[config.mk]
export PLATFORM = sky130hd
export DESIGN_NAME = spd_decoder
export DESIGN_NICKNAME = d
export VERILOG_FILES = /design/src/core/spd_pkg.sv /design/src/core/spd_operand_form.sv /design/src/core/spd_decoder.sv
export VERILOG_INCLUDE_DIRS = /design/src /design/src/core
export SDC_FILE = /design/constraint.sdc
export NUM_CORES = 1
export LEC_CHECK = 0
export BUFFER_PORTS_ARGS = -buffer_cell sky130_fd_sc_hd__buf_4
export CORE_MARGIN = 8
export CORE_UTILIZATION = 30
export DETAILED_ROUTE_END_ITERATION = 8
export GPL_ROUTABILITY_DRIVEN = 0
export SKIP_CTS_REPAIR_TIMING = 1
export SLEW_MARGIN = 25
export SYNTH_ARGS = -nofsm -noshare
export SYNTH_HDL_FRONTEND = slang
export SYNTH_SLANG_ARGS = --single-unit
[constraint.sdc]
create_clock -name mclk -period 7.6 [get_ports mclk]
set_clock_uncertainty 0.15 [all_clocks]
set_input_delay 1.14 -clock mclk [delete_from_list [all_inputs] [get_ports mclk]]
set_output_delay 1.14 -clock mclk [all_outputs]
set_load 0.05 [all_outputs]
[src/core/spd_params.svh]
// shared constants of the packed-SIMD prefix decoder
`ifndef SPD_PARAMS_SVH
`define SPD_PARAMS_SVH
////////////////////////////////////////////////////////////////////////
// prefix bytes
`define SPD_P_LOCK 8'hF0
`define SPD_P_ASZ 8'h67
`define SPD_P_OPSZ 8'h66
`define SPD_P_REP 8'hF3
`define SPD_P_REPNE 8'hF2
`define SPD_P_BH0 8'hE2
`define SPD_P_BH1 8'hE3
`define SPD_P_SEG_ES 8'h26
`define SPD_P_SEG_CS 8'h2E
`define SPD_P_SEG_SS 8'h36
`define SPD_P_SEG_DS 8'h3E
`define SPD_P_SEG_FS 8'h64
`define SPD_P_SEG_GS 8'h65
`define SPD_REX_HI 4'h4
// segment index codes
`define SPD_SEG_ES 3'h0
`define SPD_SEG_CS 3'h1
`define SPD_SEG_SS 3'h2
`define SPD_SEG_DS 3'h3
`define SPD_SEG_FS 3'h4
`define SPD_SEG_GS 3'h5
////////////////////////////////////////////////////////////////////////
// escapes and opcode maps
`define SPD_ESC 8'h0F
`define SPD_ESC_38 8'h38
`define SPD_ESC_3A 8'h3A
`define SPD_MAP_ONE 2'h0
`define SPD_MAP_0F 2'h1
`define SPD_MAP_38 2'h2
`define SPD_MAP_3A 2'h3
// packed-SIMD opcode ranges in the 0F map
`define SPD_SA_LO 8'h10
`define SPD_SA_HI 8'h17
`define SPD_SB_LO 8'h28
`define SPD_SB_HI 8'h2F
`define SPD_SC_LO 8'h50
`define SPD_SC_HI 8'h7F
`define SPD_SD_LO 8'hC2
`define SPD_SD_HI 8'hC6
`define SPD_SE_LO 8'hD0
`define SPD_SE_HI 8'hFF
`define SPD_PK_LO 8'h60
`define SPD_IMM_LO 8'h70
`define SPD_IMM_HI 8'h73
// special opcodes and operand forms
`define SPD_OP_FENCE 8'hAE
`define SPD_OP_PREF 8'h18
`define SPD_OP_NTI 8'hC3
`define SPD_OP_GRP7 8'h01
`define SPD_FORM_WATCH 8'hC8
`define SPD_FORM_WAIT 8'hC9
`define SPD_OP_X87A 8'hDB
`define SPD_OP_X87B 8'hDD
`define SPD_OP_X87C 8'hDF
`define SPD_OP_GPR_LO 8'hF0
`define SPD_OP_GPR_HI 8'hF1
`define SPD_R_STORE_ORDER_FENCE 3'h7
`define SPD_R_FULL_MEMORY_FENCE 3'h6
`define SPD_R_SAVE 3'h0
`define SPD_R_RSTR 3'h1
`define SPD_R_TRUNC 3'h1
////////////////////////////////////////////////////////////////////////
// operand form fields
`define SPD_MOD_REG 2'h3
`define SPD_MOD_D8 2'h1
`define SPD_MOD_D16 2'h2
`define SPD_MOD_NONE 2'h0
`define SPD_RM_SIB 3'h4
`define SPD_RM_ABS 3'h5
`define SPD_RM_ABS16 3'h6
`define SPD_DISP_0 3'h0
`define SPD_DISP_1 3'h1
`define SPD_DISP_2 3'h2
`define SPD_DISP_4 3'h4
// saved state groups: vector, control, x87, legacy packed
`define SPD_STATE_ALL 4'hF
`define SPD_STATE_NONE 4'h0
`endif

[src/core/spd_pkg.sv]
// types shared by the packed-SIMD prefix decoder
package spd_pkg;
  // collection states
  typedef enum {
    SPD_S_PFX,
    SPD_S_ESC,
    SPD_S_MAP,
    SPD_S_FORM,
    SPD_S_SIB,
    SPD_S_DISP,
    SPD_S_IMM
  } spd_state_t;
  // decoded instruction class
  typedef enum logic [3:0] {
    SPD_C_NONE,
    SPD_C_SIMD,
    SPD_C_STORE_ORDER_FENCE,
    SPD_C_FULL_MEMORY_FENCE,
    SPD_C_CACHE_PREFETCH_HINT,
    SPD_C_NONTEMPORAL_INT_STORE,
    SPD_C_TRUNCATING_INT_STORE_POP,
    SPD_C_ADDRESS_WATCH,
    SPD_C_WATCH_WAIT,
    SPD_C_WHOLE_STATE_SAVE,
    SPD_C_WHOLE_STATE_RESTORE,
    SPD_C_GPR_OP
  } spd_class_t;
  // mandatory prefix
  typedef enum logic [1:0] {
    SPD_MP_NONE,
    SPD_MP_OPSZ,
    SPD_MP_REP,
    SPD_MP_REPNE
  } spd_mand_t;
  // effective address width
  typedef enum logic [1:0] {SPD_EA16, SPD_EA32, SPD_EA64} spd_eaw_t;
endpackage

[src/core/spd_operand_form.sv]
// shape of a memory operand from operand form and index bytes
`timescale 1ns/1ps
`include "spd_params.svh"
module spd_operand_form (
  // operand form and index bytes
  input logic [7:0] formByte,
  input logic [7:0] sibByte,
  // address width
  input spd_pkg::spd_eaw_t eaWidth,
  // operand shape
  output logic isMem,
  output logic needSib,
  output logic ripRel,
  output logic [2:0] dispLen
);
  wire [1:0] md = formByte[7:6];
  wire [2:0] rm = formByte[2:0];
  wire is16 = (eaWidth == spd_pkg::SPD_EA16);
  wire noBase16;
  wire noBase;
  // field decode
  assign isMem = (md != `SPD_MOD_REG);
  assign needSib = isMem && !is16 && (rm == `SPD_RM_SIB);
  assign noBase16 = is16 && (md == `SPD_MOD_NONE) && (rm == `SPD_RM_ABS16);
  assign noBase = !is16 && (md == `SPD_MOD_NONE) &&
    ((rm == `SPD_RM_ABS) || (needSib && sibByte[2:0] == `SPD_RM_ABS));
  assign ripRel = (eaWidth == spd_pkg::SPD_EA64) &&
    (md == `SPD_MOD_NONE) && (rm == `SPD_RM_ABS);
  // displacement length in bytes
  assign dispLen = (md == `SPD_MOD_D8) ? `SPD_DISP_1 :
    (md == `SPD_MOD_D16) ? (is16 ? `SPD_DISP_2 : `SPD_DISP_4) :
    noBase16 ? `SPD_DISP_2 : noBase ? `SPD_DISP_4 : `SPD_DISP_0;
endmodule

[src/core/spd_decoder.sv]
// packed-SIMD prefix, escape and operand form decoder
`timescale 1ns/1ps
`include "spd_params.svh"
module spd_decoder (
  // clock and reset
  input logic mclk,
  input logic reset,
  // instruction byte stream
  input logic byteValid,
  input logic [7:0] byteIn,
  // processor mode
  input logic mode64,
  input logic compatMode,
  input logic codeSeg32,
  // store ordering
  input logic olderStoresPending,
  output logic storeHold_r,
  // decode result
  output logic decValid_r,
  output logic udFault_r,
  output spd_pkg::spd_class_t insnClass_r,
  output spd_pkg::spd_mand_t mandPrefix_r,
  output logic [7:0] opcode_r,
  output logic [1:0] opMap_r,
  output logic isSimd_r,
  output logic memOperand_r,
  output logic ripRel_r,
  output spd_pkg::spd_eaw_t eaWidth_r,
  output logic segValid_r,
  output logic [2:0] segIdx_r,
  output logic [3:0] vecRegIdx_r,
  output logic [3:0] vecRmIdx_r,
  output logic gprWide_r,
  output logic reservedPfx_r,
  output logic regWriteEn_r,
  output logic memWriteEn_r,
  output logic cacheAlloc_r,
  output logic roundTrunc_r,
  output logic fpCtrlSimd_r,
  output logic usesLegacyPk_r,
  output logic [3:0] stateMask_r
);
  ////////////////////////////////////////////////////////////////////
  // helpers
  function automatic logic inRange(input logic [7:0] o,
    input logic [7:0] lo, input logic [7:0] hi);
    inRange = (o >= lo) && (o <= hi);
  endfunction

  function automatic logic simdOp(input logic [7:0] o,
    input logic [1:0] m);
    simdOp = (m == `SPD_MAP_38) || (m == `SPD_MAP_3A) ||
      ((m == `SPD_MAP_0F) && (inRange(o, `SPD_SA_LO, `SPD_SA_HI) ||
      inRange(o, `SPD_SB_LO, `SPD_SB_HI) ||
      inRange(o, `SPD_SC_LO, `SPD_SC_HI) ||
      inRange(o, `SPD_SD_LO, `SPD_SD_HI) ||
      inRange(o, `SPD_SE_LO, `SPD_SE_HI) ||
      (o == `SPD_OP_PREF) || (o == `SPD_OP_FENCE)));
  endfunction

  function automatic logic immOp(input logic [7:0] o,
    input logic [1:0] m);
    immOp = (m == `SPD_MAP_3A) || ((m == `SPD_MAP_0F) &&
      (inRange(o, `SPD_IMM_LO, `SPD_IMM_HI) ||
      (inRange(o, `SPD_SD_LO, `SPD_SD_HI) && o != `SPD_OP_NTI)));
  endfunction

  function automatic logic x87Op(input logic [7:0] o);
    x87Op = (o == `SPD_OP_X87A) || (o == `SPD_OP_X87B) ||
      (o == `SPD_OP_X87C);
  endfunction

  ////////////////////////////////////////////////////////////////////
  // collection state
  spd_pkg::spd_state_t state_r;
  spd_pkg::spd_state_t stateNxt;
  spd_pkg::spd_mand_t mp_r;
  logic [2:0] cnt_r;
  logic [2:0] cntNxt;
  logic finish;
  logic done_r;
  logic fresh_r;
  logic lock_r;
  logic asz_r;
  logic bh_r;
  logic segSeen_r;
  logic [2:0] segCode_r;
  logic mpMulti_r;
  logic rexV_r;
  logic [3:0] rex_r;
  logic [1:0] map_r;
  logic [7:0] opc_r;
  logic [7:0] form_r;
  logic [7:0] sib_r;
  logic formSeen_r;
  spd_pkg::spd_class_t clsD;

  // compatibility mode decodes exactly as protected mode
  wire eff64 = mode64 && !compatMode;
  wire keep = !fresh_r;
  wire inPfx = byteValid && (state_r == spd_pkg::SPD_S_PFX);

  // prefix byte recognition
  wire pLock = (byteIn == `SPD_P_LOCK);
  wire pAsz = (byteIn == `SPD_P_ASZ);
  wire pOpsz = (byteIn == `SPD_P_OPSZ);
  wire pRep = (byteIn == `SPD_P_REP);
  wire pRepne = (byteIn == `SPD_P_REPNE);
  wire pMand = pOpsz || pRep || pRepne;
  wire pBh = (byteIn == `SPD_P_BH0) || (byteIn == `SPD_P_BH1);
  wire pSegEs = (byteIn == `SPD_P_SEG_ES);
  wire pSegCs = (byteIn == `SPD_P_SEG_CS);
  wire pSegSs = (byteIn == `SPD_P_SEG_SS);
  wire pSegDs = (byteIn == `SPD_P_SEG_DS);
  wire pSegFs = (byteIn == `SPD_P_SEG_FS);
  wire pSegGs = (byteIn == `SPD_P_SEG_GS);
  wire pSeg = pSegEs || pSegCs || pSegSs || pSegDs || pSegFs || pSegGs;
  wire pRex = eff64 && (byteIn[7:4] == `SPD_REX_HI);
  wire pLegacy = pLock || pAsz || pMand || pBh || pSeg;
  wire pAny = pLegacy || pRex;
  wire [2:0] segOf = pSegCs ? `SPD_SEG_CS : pSegSs ? `SPD_SEG_SS :
    pSegDs ? `SPD_SEG_DS : pSegFs ? `SPD_SEG_FS :
    pSegGs ? `SPD_SEG_GS : `SPD_SEG_ES;
  wire [1:0] mpOf = pOpsz ? spd_pkg::SPD_MP_OPSZ :
    pRep ? spd_pkg::SPD_MP_REP : spd_pkg::SPD_MP_REPNE;

  // address width follows mode and address-size prefix
  wire [1:0] eawNow = eff64 ? (asz_r ? spd_pkg::SPD_EA32 :
    spd_pkg::SPD_EA64) : ((codeSeg32 ^ asz_r) ? spd_pkg::SPD_EA32 :
    spd_pkg::SPD_EA16);

  // operand form shape, live byte while it arrives
  wire [7:0] formIn = (state_r == spd_pkg::SPD_S_FORM) ? byteIn : form_r;
  wire [7:0] sibIn = (state_r == spd_pkg::SPD_S_SIB) ? byteIn : sib_r;
  wire fIsMem;
  wire fNeedSib;
  wire fRip;
  wire [2:0] fDisp;
  wire immNeed = immOp(opc_r, map_r);

  spd_operand_form uForm (
    .formByte(formIn),
    .sibByte(sibIn),
    .eaWidth(spd_pkg::spd_eaw_t'(eawNow)),
    .isMem(fIsMem),
    .needSib(fNeedSib),
    .ripRel(fRip),
    .dispLen(fDisp)
  );

  ////////////////////////////////////////////////////////////////////
  // byte sequencing: prefixes, escape, map, form, index, disp, imm
  always_comb begin
    stateNxt = state_r;
    cntNxt = cnt_r;
    finish = 1'h0;
    if (byteValid) begin
      case (state_r)
        spd_pkg::SPD_S_PFX: begin
          if (!pAny) begin
            if (byteIn == `SPD_ESC) stateNxt = spd_pkg::SPD_S_ESC;
            else if (x87Op(byteIn)) stateNxt = spd_pkg::SPD_S_FORM;
            else finish = 1'h1;
          end
        end
        spd_pkg::SPD_S_ESC: begin
          if (byteIn == `SPD_ESC_38 || byteIn == `SPD_ESC_3A) begin
            stateNxt = spd_pkg::SPD_S_MAP;
          end else if (simdOp(byteIn, `SPD_MAP_0F) ||
            byteIn == `SPD_OP_GRP7) begin
            stateNxt = spd_pkg::SPD_S_FORM;
          end else finish = 1'h1;
        end
        spd_pkg::SPD_S_MAP: stateNxt = spd_pkg::SPD_S_FORM;
        spd_pkg::SPD_S_FORM: begin
          if (fNeedSib) stateNxt = spd_pkg::SPD_S_SIB;
          else if (fDisp != `SPD_DISP_0) begin
            stateNxt = spd_pkg::SPD_S_DISP;
            cntNxt = fDisp;
          end else if (immNeed) stateNxt = spd_pkg::SPD_S_IMM;
          else finish = 1'h1;
        end
        spd_pkg::SPD_S_SIB: begin
          if (fDisp != `SPD_DISP_0) begin
            stateNxt = spd_pkg::SPD_S_DISP;
            cntNxt = fDisp;
          end else if (immNeed) stateNxt = spd_pkg::SPD_S_IMM;
          else finish = 1'h1;
        end
        spd_pkg::SPD_S_DISP: begin
          cntNxt = cnt_r - 3'h1;
          if (cnt_r == `SPD_DISP_1) begin
            if (immNeed) stateNxt = spd_pkg::SPD_S_IMM;
            else finish = 1'h1;
          end
        end
        spd_pkg::SPD_S_IMM: finish = 1'h1;
        default: stateNxt = spd_pkg::SPD_S_PFX;
      endcase
    end
    if (finish) stateNxt = spd_pkg::SPD_S_PFX;
  end

  // sequencer registers
  always_ff @(posedge mclk) begin
    if (reset) begin
      state_r <= spd_pkg::SPD_S_PFX;
      cnt_r <= `SPD_DISP_0;
      done_r <= 1'h0;
      fresh_r <= 1'h1;
    end else begin
      state_r <= stateNxt;
      cnt_r <= cntNxt;
      done_r <= finish;
      fresh_r <= finish || (fresh_r && !inPfx);
    end
  end

  // prefix accumulation, cleared by the first byte of a new instruction
  always_ff @(posedge mclk) begin
    if (reset) begin
      lock_r <= 1'h0;
      asz_r <= 1'h0;
      bh_r <= 1'h0;
      segSeen_r <= 1'h0;
      segCode_r <= `SPD_SEG_ES;
      mp_r <= spd_pkg::SPD_MP_NONE;
      mpMulti_r <= 1'h0;
      rexV_r <= 1'h0;
      rex_r <= 4'h0;
    end else if (inPfx) begin
      lock_r <= (lock_r && keep) || pLock;
      asz_r <= (asz_r && keep) || pAsz;
      bh_r <= (bh_r && keep) || pBh;
      segSeen_r <= (segSeen_r && keep) || pSeg;
      if (pSeg) segCode_r <= segOf;
      if (pMand) mp_r <= spd_pkg::spd_mand_t'(mpOf);
      else if (fresh_r) mp_r <= spd_pkg::SPD_MP_NONE;
      mpMulti_r <= (mpMulti_r && keep) ||
        (pMand && keep && mp_r != spd_pkg::SPD_MP_NONE);
      // an extension prefix counts only right before the opcode
      rexV_r <= pRex || (rexV_r && keep && !pLegacy);
      if (pRex) rex_r <= byteIn[3:0];
    end
  end

  // opcode, map and operand bytes
  always_ff @(posedge mclk) begin
    if (reset) begin
      map_r <= `SPD_MAP_ONE;
      opc_r <= 8'h00;
      form_r <= 8'h00;
      sib_r <= 8'h00;
      formSeen_r <= 1'h0;
    end else if (byteValid) begin
      if (inPfx && !pAny) begin
        map_r <= `SPD_MAP_ONE;
        opc_r <= byteIn;
        formSeen_r <= 1'h0;
      end
      if (state_r == spd_pkg::SPD_S_ESC) begin
        map_r <= (byteIn == `SPD_ESC_38) ? `SPD_MAP_38 :
          (byteIn == `SPD_ESC_3A) ? `SPD_MAP_3A : `SPD_MAP_0F;
        opc_r <= byteIn;
      end
      if (state_r == spd_pkg::SPD_S_MAP) opc_r <= byteIn;
      if (state_r == spd_pkg::SPD_S_FORM) begin
        form_r <= byteIn;
        formSeen_r <= 1'h1;
      end
      if (state_r == spd_pkg::SPD_S_SIB) sib_r <= byteIn;
    end
  end

  ////////////////////////////////////////////////////////////////////
  // instruction decode from the collected bytes
  wire [2:0] fReg = form_r[5:3];
  wire memD = formSeen_r && fIsMem;
  wire map0F = (map_r == `SPD_MAP_0F);

  always_comb begin
    clsD = spd_pkg::SPD_C_NONE;
    if (map0F && opc_r == `SPD_OP_FENCE) begin
      if (!memD && fReg == `SPD_R_STORE_ORDER_FENCE)
        clsD = spd_pkg::SPD_C_STORE_ORDER_FENCE;
      else if (!memD && fReg == `SPD_R_FULL_MEMORY_FENCE)
        clsD = spd_pkg::SPD_C_FULL_MEMORY_FENCE;
      else if (memD && fReg == `SPD_R_SAVE)
        clsD = spd_pkg::SPD_C_WHOLE_STATE_SAVE;
      else if (memD && fReg == `SPD_R_RSTR)
        clsD = spd_pkg::SPD_C_WHOLE_STATE_RESTORE;
      else clsD = spd_pkg::SPD_C_SIMD;
    end else if (map0F && opc_r == `SPD_OP_PREF) begin
      clsD = spd_pkg::SPD_C_CACHE_PREFETCH_HINT;
    end else if (map0F && opc_r == `SPD_OP_NTI) begin
      clsD = spd_pkg::SPD_C_NONTEMPORAL_INT_STORE;
    end else if (map0F && opc_r == `SPD_OP_GRP7) begin
      if (form_r == `SPD_FORM_WATCH) clsD = spd_pkg::SPD_C_ADDRESS_WATCH;
      else if (form_r == `SPD_FORM_WAIT) clsD = spd_pkg::SPD_C_WATCH_WAIT;
    end else if (map_r == `SPD_MAP_38 &&
      inRange(opc_r, `SPD_OP_GPR_LO, `SPD_OP_GPR_HI)) begin
      clsD = spd_pkg::SPD_C_GPR_OP;
    end else if (map_r == `SPD_MAP_ONE && x87Op(opc_r) && memD &&
      fReg == `SPD_R_TRUNC) begin
      clsD = spd_pkg::SPD_C_TRUNCATING_INT_STORE_POP;
    end else if (simdOp(opc_r, map_r)) begin
      clsD = spd_pkg::SPD_C_SIMD;
    end
  end

  // class groups
  wire cSimd = (clsD == spd_pkg::SPD_C_SIMD);
  wire cNt = (clsD == spd_pkg::SPD_C_NONTEMPORAL_INT_STORE);
  wire cGpr = (clsD == spd_pkg::SPD_C_GPR_OP);
  wire cSave = (clsD == spd_pkg::SPD_C_WHOLE_STATE_SAVE);
  wire cRstr = (clsD == spd_pkg::SPD_C_WHOLE_STATE_RESTORE);
  wire cTrunc = (clsD == spd_pkg::SPD_C_TRUNCATING_INT_STORE_POP);
  wire cFence = (clsD == spd_pkg::SPD_C_STORE_ORDER_FENCE) ||
    (clsD == spd_pkg::SPD_C_FULL_MEMORY_FENCE);
  wire famD = (clsD != spd_pkg::SPD_C_NONE);

  // fault and effects; prefetch, watch, wait and fences write nothing
  wire udD = lock_r && famD;
  wire memWrD = !udD && (cSave || cNt || cTrunc);
  wire regWrD = !udD && (cSimd || cRstr || cGpr);
  wire legacyD = cSimd && map0F && mp_r == spd_pkg::SPD_MP_NONE &&
    (inRange(opc_r, `SPD_PK_LO, `SPD_SC_HI) ||
    inRange(opc_r, `SPD_SE_LO, `SPD_SE_HI));
  wire wideD = rexV_r && rex_r[3] && (cNt || cGpr);
  wire resvD = (cSimd && (bh_r || mpMulti_r)) ||
    (famD && (asz_r || segSeen_r) && !memD);
  wire [1:0] mandD = (map_r == `SPD_MAP_ONE) ?
    spd_pkg::SPD_MP_NONE : mp_r;

  // decode outputs, loaded once per instruction
  always_ff @(posedge mclk) begin
    if (reset) begin
      decValid_r <= 1'h0;
      udFault_r <= 1'h0;
      insnClass_r <= spd_pkg::SPD_C_NONE;
      mandPrefix_r <= spd_pkg::SPD_MP_NONE;
      opcode_r <= 8'h00;
      opMap_r <= `SPD_MAP_ONE;
      isSimd_r <= 1'h0;
      memOperand_r <= 1'h0;
      ripRel_r <= 1'h0;
      eaWidth_r <= spd_pkg::SPD_EA16;
      segValid_r <= 1'h0;
      segIdx_r <= `SPD_SEG_ES;
      vecRegIdx_r <= 4'h0;
      vecRmIdx_r <= 4'h0;
      gprWide_r <= 1'h0;
      reservedPfx_r <= 1'h0;
      regWriteEn_r <= 1'h0;
      memWriteEn_r <= 1'h0;
      cacheAlloc_r <= 1'h0;
      roundTrunc_r <= 1'h0;
      fpCtrlSimd_r <= 1'h0;
      usesLegacyPk_r <= 1'h0;
      stateMask_r <= `SPD_STATE_NONE;
    end else begin
      decValid_r <= done_r;
      if (done_r) begin
        udFault_r <= udD;
        insnClass_r <= clsD;
        mandPrefix_r <= spd_pkg::spd_mand_t'(mandD);
        opcode_r <= opc_r;
        opMap_r <= map_r;
        isSimd_r <= famD;
        memOperand_r <= memD;
        ripRel_r <= memD && fRip;
        eaWidth_r <= spd_pkg::spd_eaw_t'(eawNow);
        segValid_r <= segSeen_r && memD;
        segIdx_r <= segCode_r;
        vecRegIdx_r <= {rexV_r && rex_r[2], fReg};
        vecRmIdx_r <= {rexV_r && rex_r[0] && !memD, form_r[2:0]};
        gprWide_r <= wideD;
        reservedPfx_r <= resvD;
        regWriteEn_r <= regWrD;
        memWriteEn_r <= memWrD;
        cacheAlloc_r <= memWrD && !cNt;
        roundTrunc_r <= cTrunc;
        fpCtrlSimd_r <= cSimd && !legacyD;
        usesLegacyPk_r <= legacyD;
        stateMask_r <= (cSave || cRstr) ? `SPD_STATE_ALL :
          `SPD_STATE_NONE;
      end
    end
  end

  // younger stores wait until all older stores are visible
  always_ff @(posedge mclk) begin
    if (reset) storeHold_r <= 1'h0;
    else storeHold_r <= (done_r && !udD && cFence) ||
      (storeHold_r && olderStoresPending);
  end
endmodule

==> flow_metrics.py <==
metrics = {
    "routing": {
        "finalWirelength_mm": 16.1,
        "ant_nets": 0,
        "post_drt_wl_per_cell_um": 16.7,
        "viasPerCell": 5.34,
        "drt-initial-drc-count": 415,
        "vias": 5151,
        "drc": 0,
        "drt_first_pass_iters": 5,
    },
    "clock_tree": {
        "cts_root_buffer": "clkbuf_16",
        "clock_latency_ns": 0.42,
        "cts.path.max_buffers": 2,
        "cts.clk_slew.worst_paths_ns": 0.06,
        "htreeDepth": 4,
        "clock_sinks": 118,
        "cts_buffers": 17,
        "cts_tree": "built",
    },
    "timing": {
        "setup_violations": 0,
        "tns_ns": 0,
        "fmax_ghz": 0.283,
        "tightest_slew_ns": 0.899,
        "finalCritPeriodShare": 0.464,
        "hold_viol": 0,
        "drv_slew": 0,
        "fin_crit_ns": 3.53,
        "rsz0062_at_grt": "no",
        "max_slew_margin": 0.392,
    },
    "synthesis": {
        "synth_edf_count": 0,
        "avgSynthCellArea_um2": 8.40,
        "synthTopCellsByCount": "dfxtp_1, nand2_1, nor2_1",
        "ys_seq_area_frac": 0.412,
        "yosysMostFrequentCell": "dfxtp_1",
        "yosysWarningCount": 0,
        "synth_cell_type_count": 74,
        "ys_ff_latch": 118,
        "yosys_most_used_dff": "dfxtp_1",
        "synth.largest_area_cell": "dfxtp_1",
        "synth_fp_nets": 700,
        "async_flop_share": 0,
        "netlist.area_leader.share": 0.412,
        "synthTopCellsByArea": "dfxtp_1, mux2i_1, nand2_1",
        "syn_inst": 683,
        "synthesis.area_um2": 5740,
    },
    "setup_path": {
        "cp.required_ns": 7.76,
        "worstSetupPathType": "input pin to flop",
        "slowest_delay_ns": 0.41,
        "cp_slowest_cell": "o311a_4",
        "crit_path_end_kind": "flop",
        "crit_arrival_ns": 3.69,
        "cp_cell_sequence": "buf_4 -> nand2b_1 -> nand2_1 -> nand4_1 -> mux2_4 -> o311a_4 -> o211ai_2 -> a41oi_2 -> a211o_1",
        "crit_start": "compatMode",
        "cp-start-kind": "input pin",
        "cp_max_fo": 6,
        "r2r-start": "state_r[1]",
    },
    "die": {
        "die_y_um": 154,
        "rows": 50,
        "coreArea_um2": 18800,
        "num_io_pins": 63,
        "die-area_um2": 23800,
        "die_w_um": 154,
        "start_util": 0.306,
    },
    "pwr": {
        "powerDensity_nw_per_um2": 223,
        "p_leak_nw": 2.59,
        "irDropWorstVdd_mv": 0.159,
    },
    "hold_path": {
        "worstHoldStart": "roundTrunc_r",
        "hp-class": "flop to flop",
    },
    "job": {
        "max_cap_viol_count": 0,
    },
    "finish": {
        "layout.cells.non_filler": 964,
        "nNetsFinal": 734,
        "final_util": 0.368,
        "drive_gt1_frac": 0.166,
        "diodes": 0,
        "fill_cells": 1934,
        "final_cell_area_um2": 6900,
        "syn2layout_area_growth_pct": 20.3,
    },
    "grt": {
        "grt_overflow_total": 0,
        "grt_usage": 0.136,
        "grt_max_degree": 81,
        "grt_first_pass_wirelength_mm": 26.2,
        "first_global_vias": 4878,
        "antenna_found_initial": 0,
    },
    "outcome": {
        "status": "complete, no violations",
    },
    "placement": {
        "post_dp_cell_area_um2": 6300,
        "dp_hpwl_mm": 11.3,
        "numPortBuffers": 62,
        "placedCellCount": 932,
    },
}
==> final timing paths <==
path,to,slack (ns),cells past startpoint
setup / recovery,fresh_r,4.07,9
hold / removal,roundTrunc_r,0.28,2
setup reg to reg,fresh_r,4.10,7
hold reg to reg,roundTrunc_r,0.28,2
==> layout make-up <==
cell class                      count  area, um^2  share of cell area
Timing Repair Buffer               67         503              0.0729
Clock inverter                     13         148              0.0214
Multi-Input combinational cell    502        3100               0.449
Clock buffer                       19         453              0.0656
Tap cell                          234         293              0.0424
Sequential cell                   118        2360               0.342
Inverter                           11        41.3             0.00598
==> registers in the layout, summed over array words and instances (netlist names), 2 cells and up <==
signal        cells
mp_r              2
eaWidth_r         2
map_r             2
mandPrefix_r      2
insnClass_r       4
vecRmIdx_r        4
segCode_r         3
opcode_r          8
form_r            8
state_r          32
opMap_r           2
cnt_r             3
opc_r             8
segIdx_r          3
rex_r             3
sib_r             3
vecRegIdx_r       4
==> worst max-delay path, delay by kind of cell <==
family,cells,cell delay [ns]
simple gates,3,0.83
buf+inv,1,0.10
mux,1,0.40
compound gates,4,1.22
==> cells in the final DEF (no fill, tap or decap), types with 11 or more instances in the layout <==
| cell | instances |
|---|---|
| and2_1 | 30 |
| mux2i_1 | 36 |
| nand2_1 | 74 |
| inv_1 | 11 |
| o21ai_0 | 28 |
| a21oi_1 | 43 |
| nand3_1 | 31 |
| nor3_1 | 12 |
| dfxtp_1 | 117 |
| clkbuf_16 | 17 |
| nor4_1 | 13 |
| buf_4 | 67 |
| nor2_1 | 72 |
| nand2b_1 | 14 |
==> report_power, final <==
group          switching, mW  internal, mW  leakage [nW]
sequential            0.0106         0.626         0.953
clock                  0.304         0.502         0.282
combinational         0.0652        0.0313          1.35
==> logic make-up (layout without fill, tap and decap cells) <==
| group | after synthesis | in the layout | share of synthesized area |
|---|---|---|---|
| flip-flops | 118 | 118 | 0.412 |
| adder cells (fa/ha/maj) | 2 | 2 | 0.00436 |
| buffers and inverters | 63 | 110 | 0.0495 |
| multiplexers | 37 | 37 | 0.0654 |
| AO/OA/AOI/OAI | 147 | 147 | 0.175 |
| XOR/XNOR | 4 | 4 | 0.00611 |
| AND/OR/NAND/NOR | 312 | 312 | 0.288 |
==> metrics by stage <==
step / power (mW) / setup slack, ns / hold slack [ns]
after detailed placement: 0.745 / 3.71 / 0.282
final: 1.54 / 4.07 / 0.284
after global placement: 0.745 / 3.68 / 0.278
after global routing: 1.59 / 3.88 / 0.322
after CTS: 1.55 / 4.09 / 0.290
after floorplan: 0.719 / 3.91 / 0.277
==> metal layers <==
metal  vias to the layer above  share of wire  GRT usage
met2                       171           0.44      0.209
met4                         0          0.015     0.0509
met1                      2424           0.47      0.176
met3                        22          0.075     0.0435
met5                         -              0          0
li1                       2534              -          -
Power figures use the tool's default switching activity.
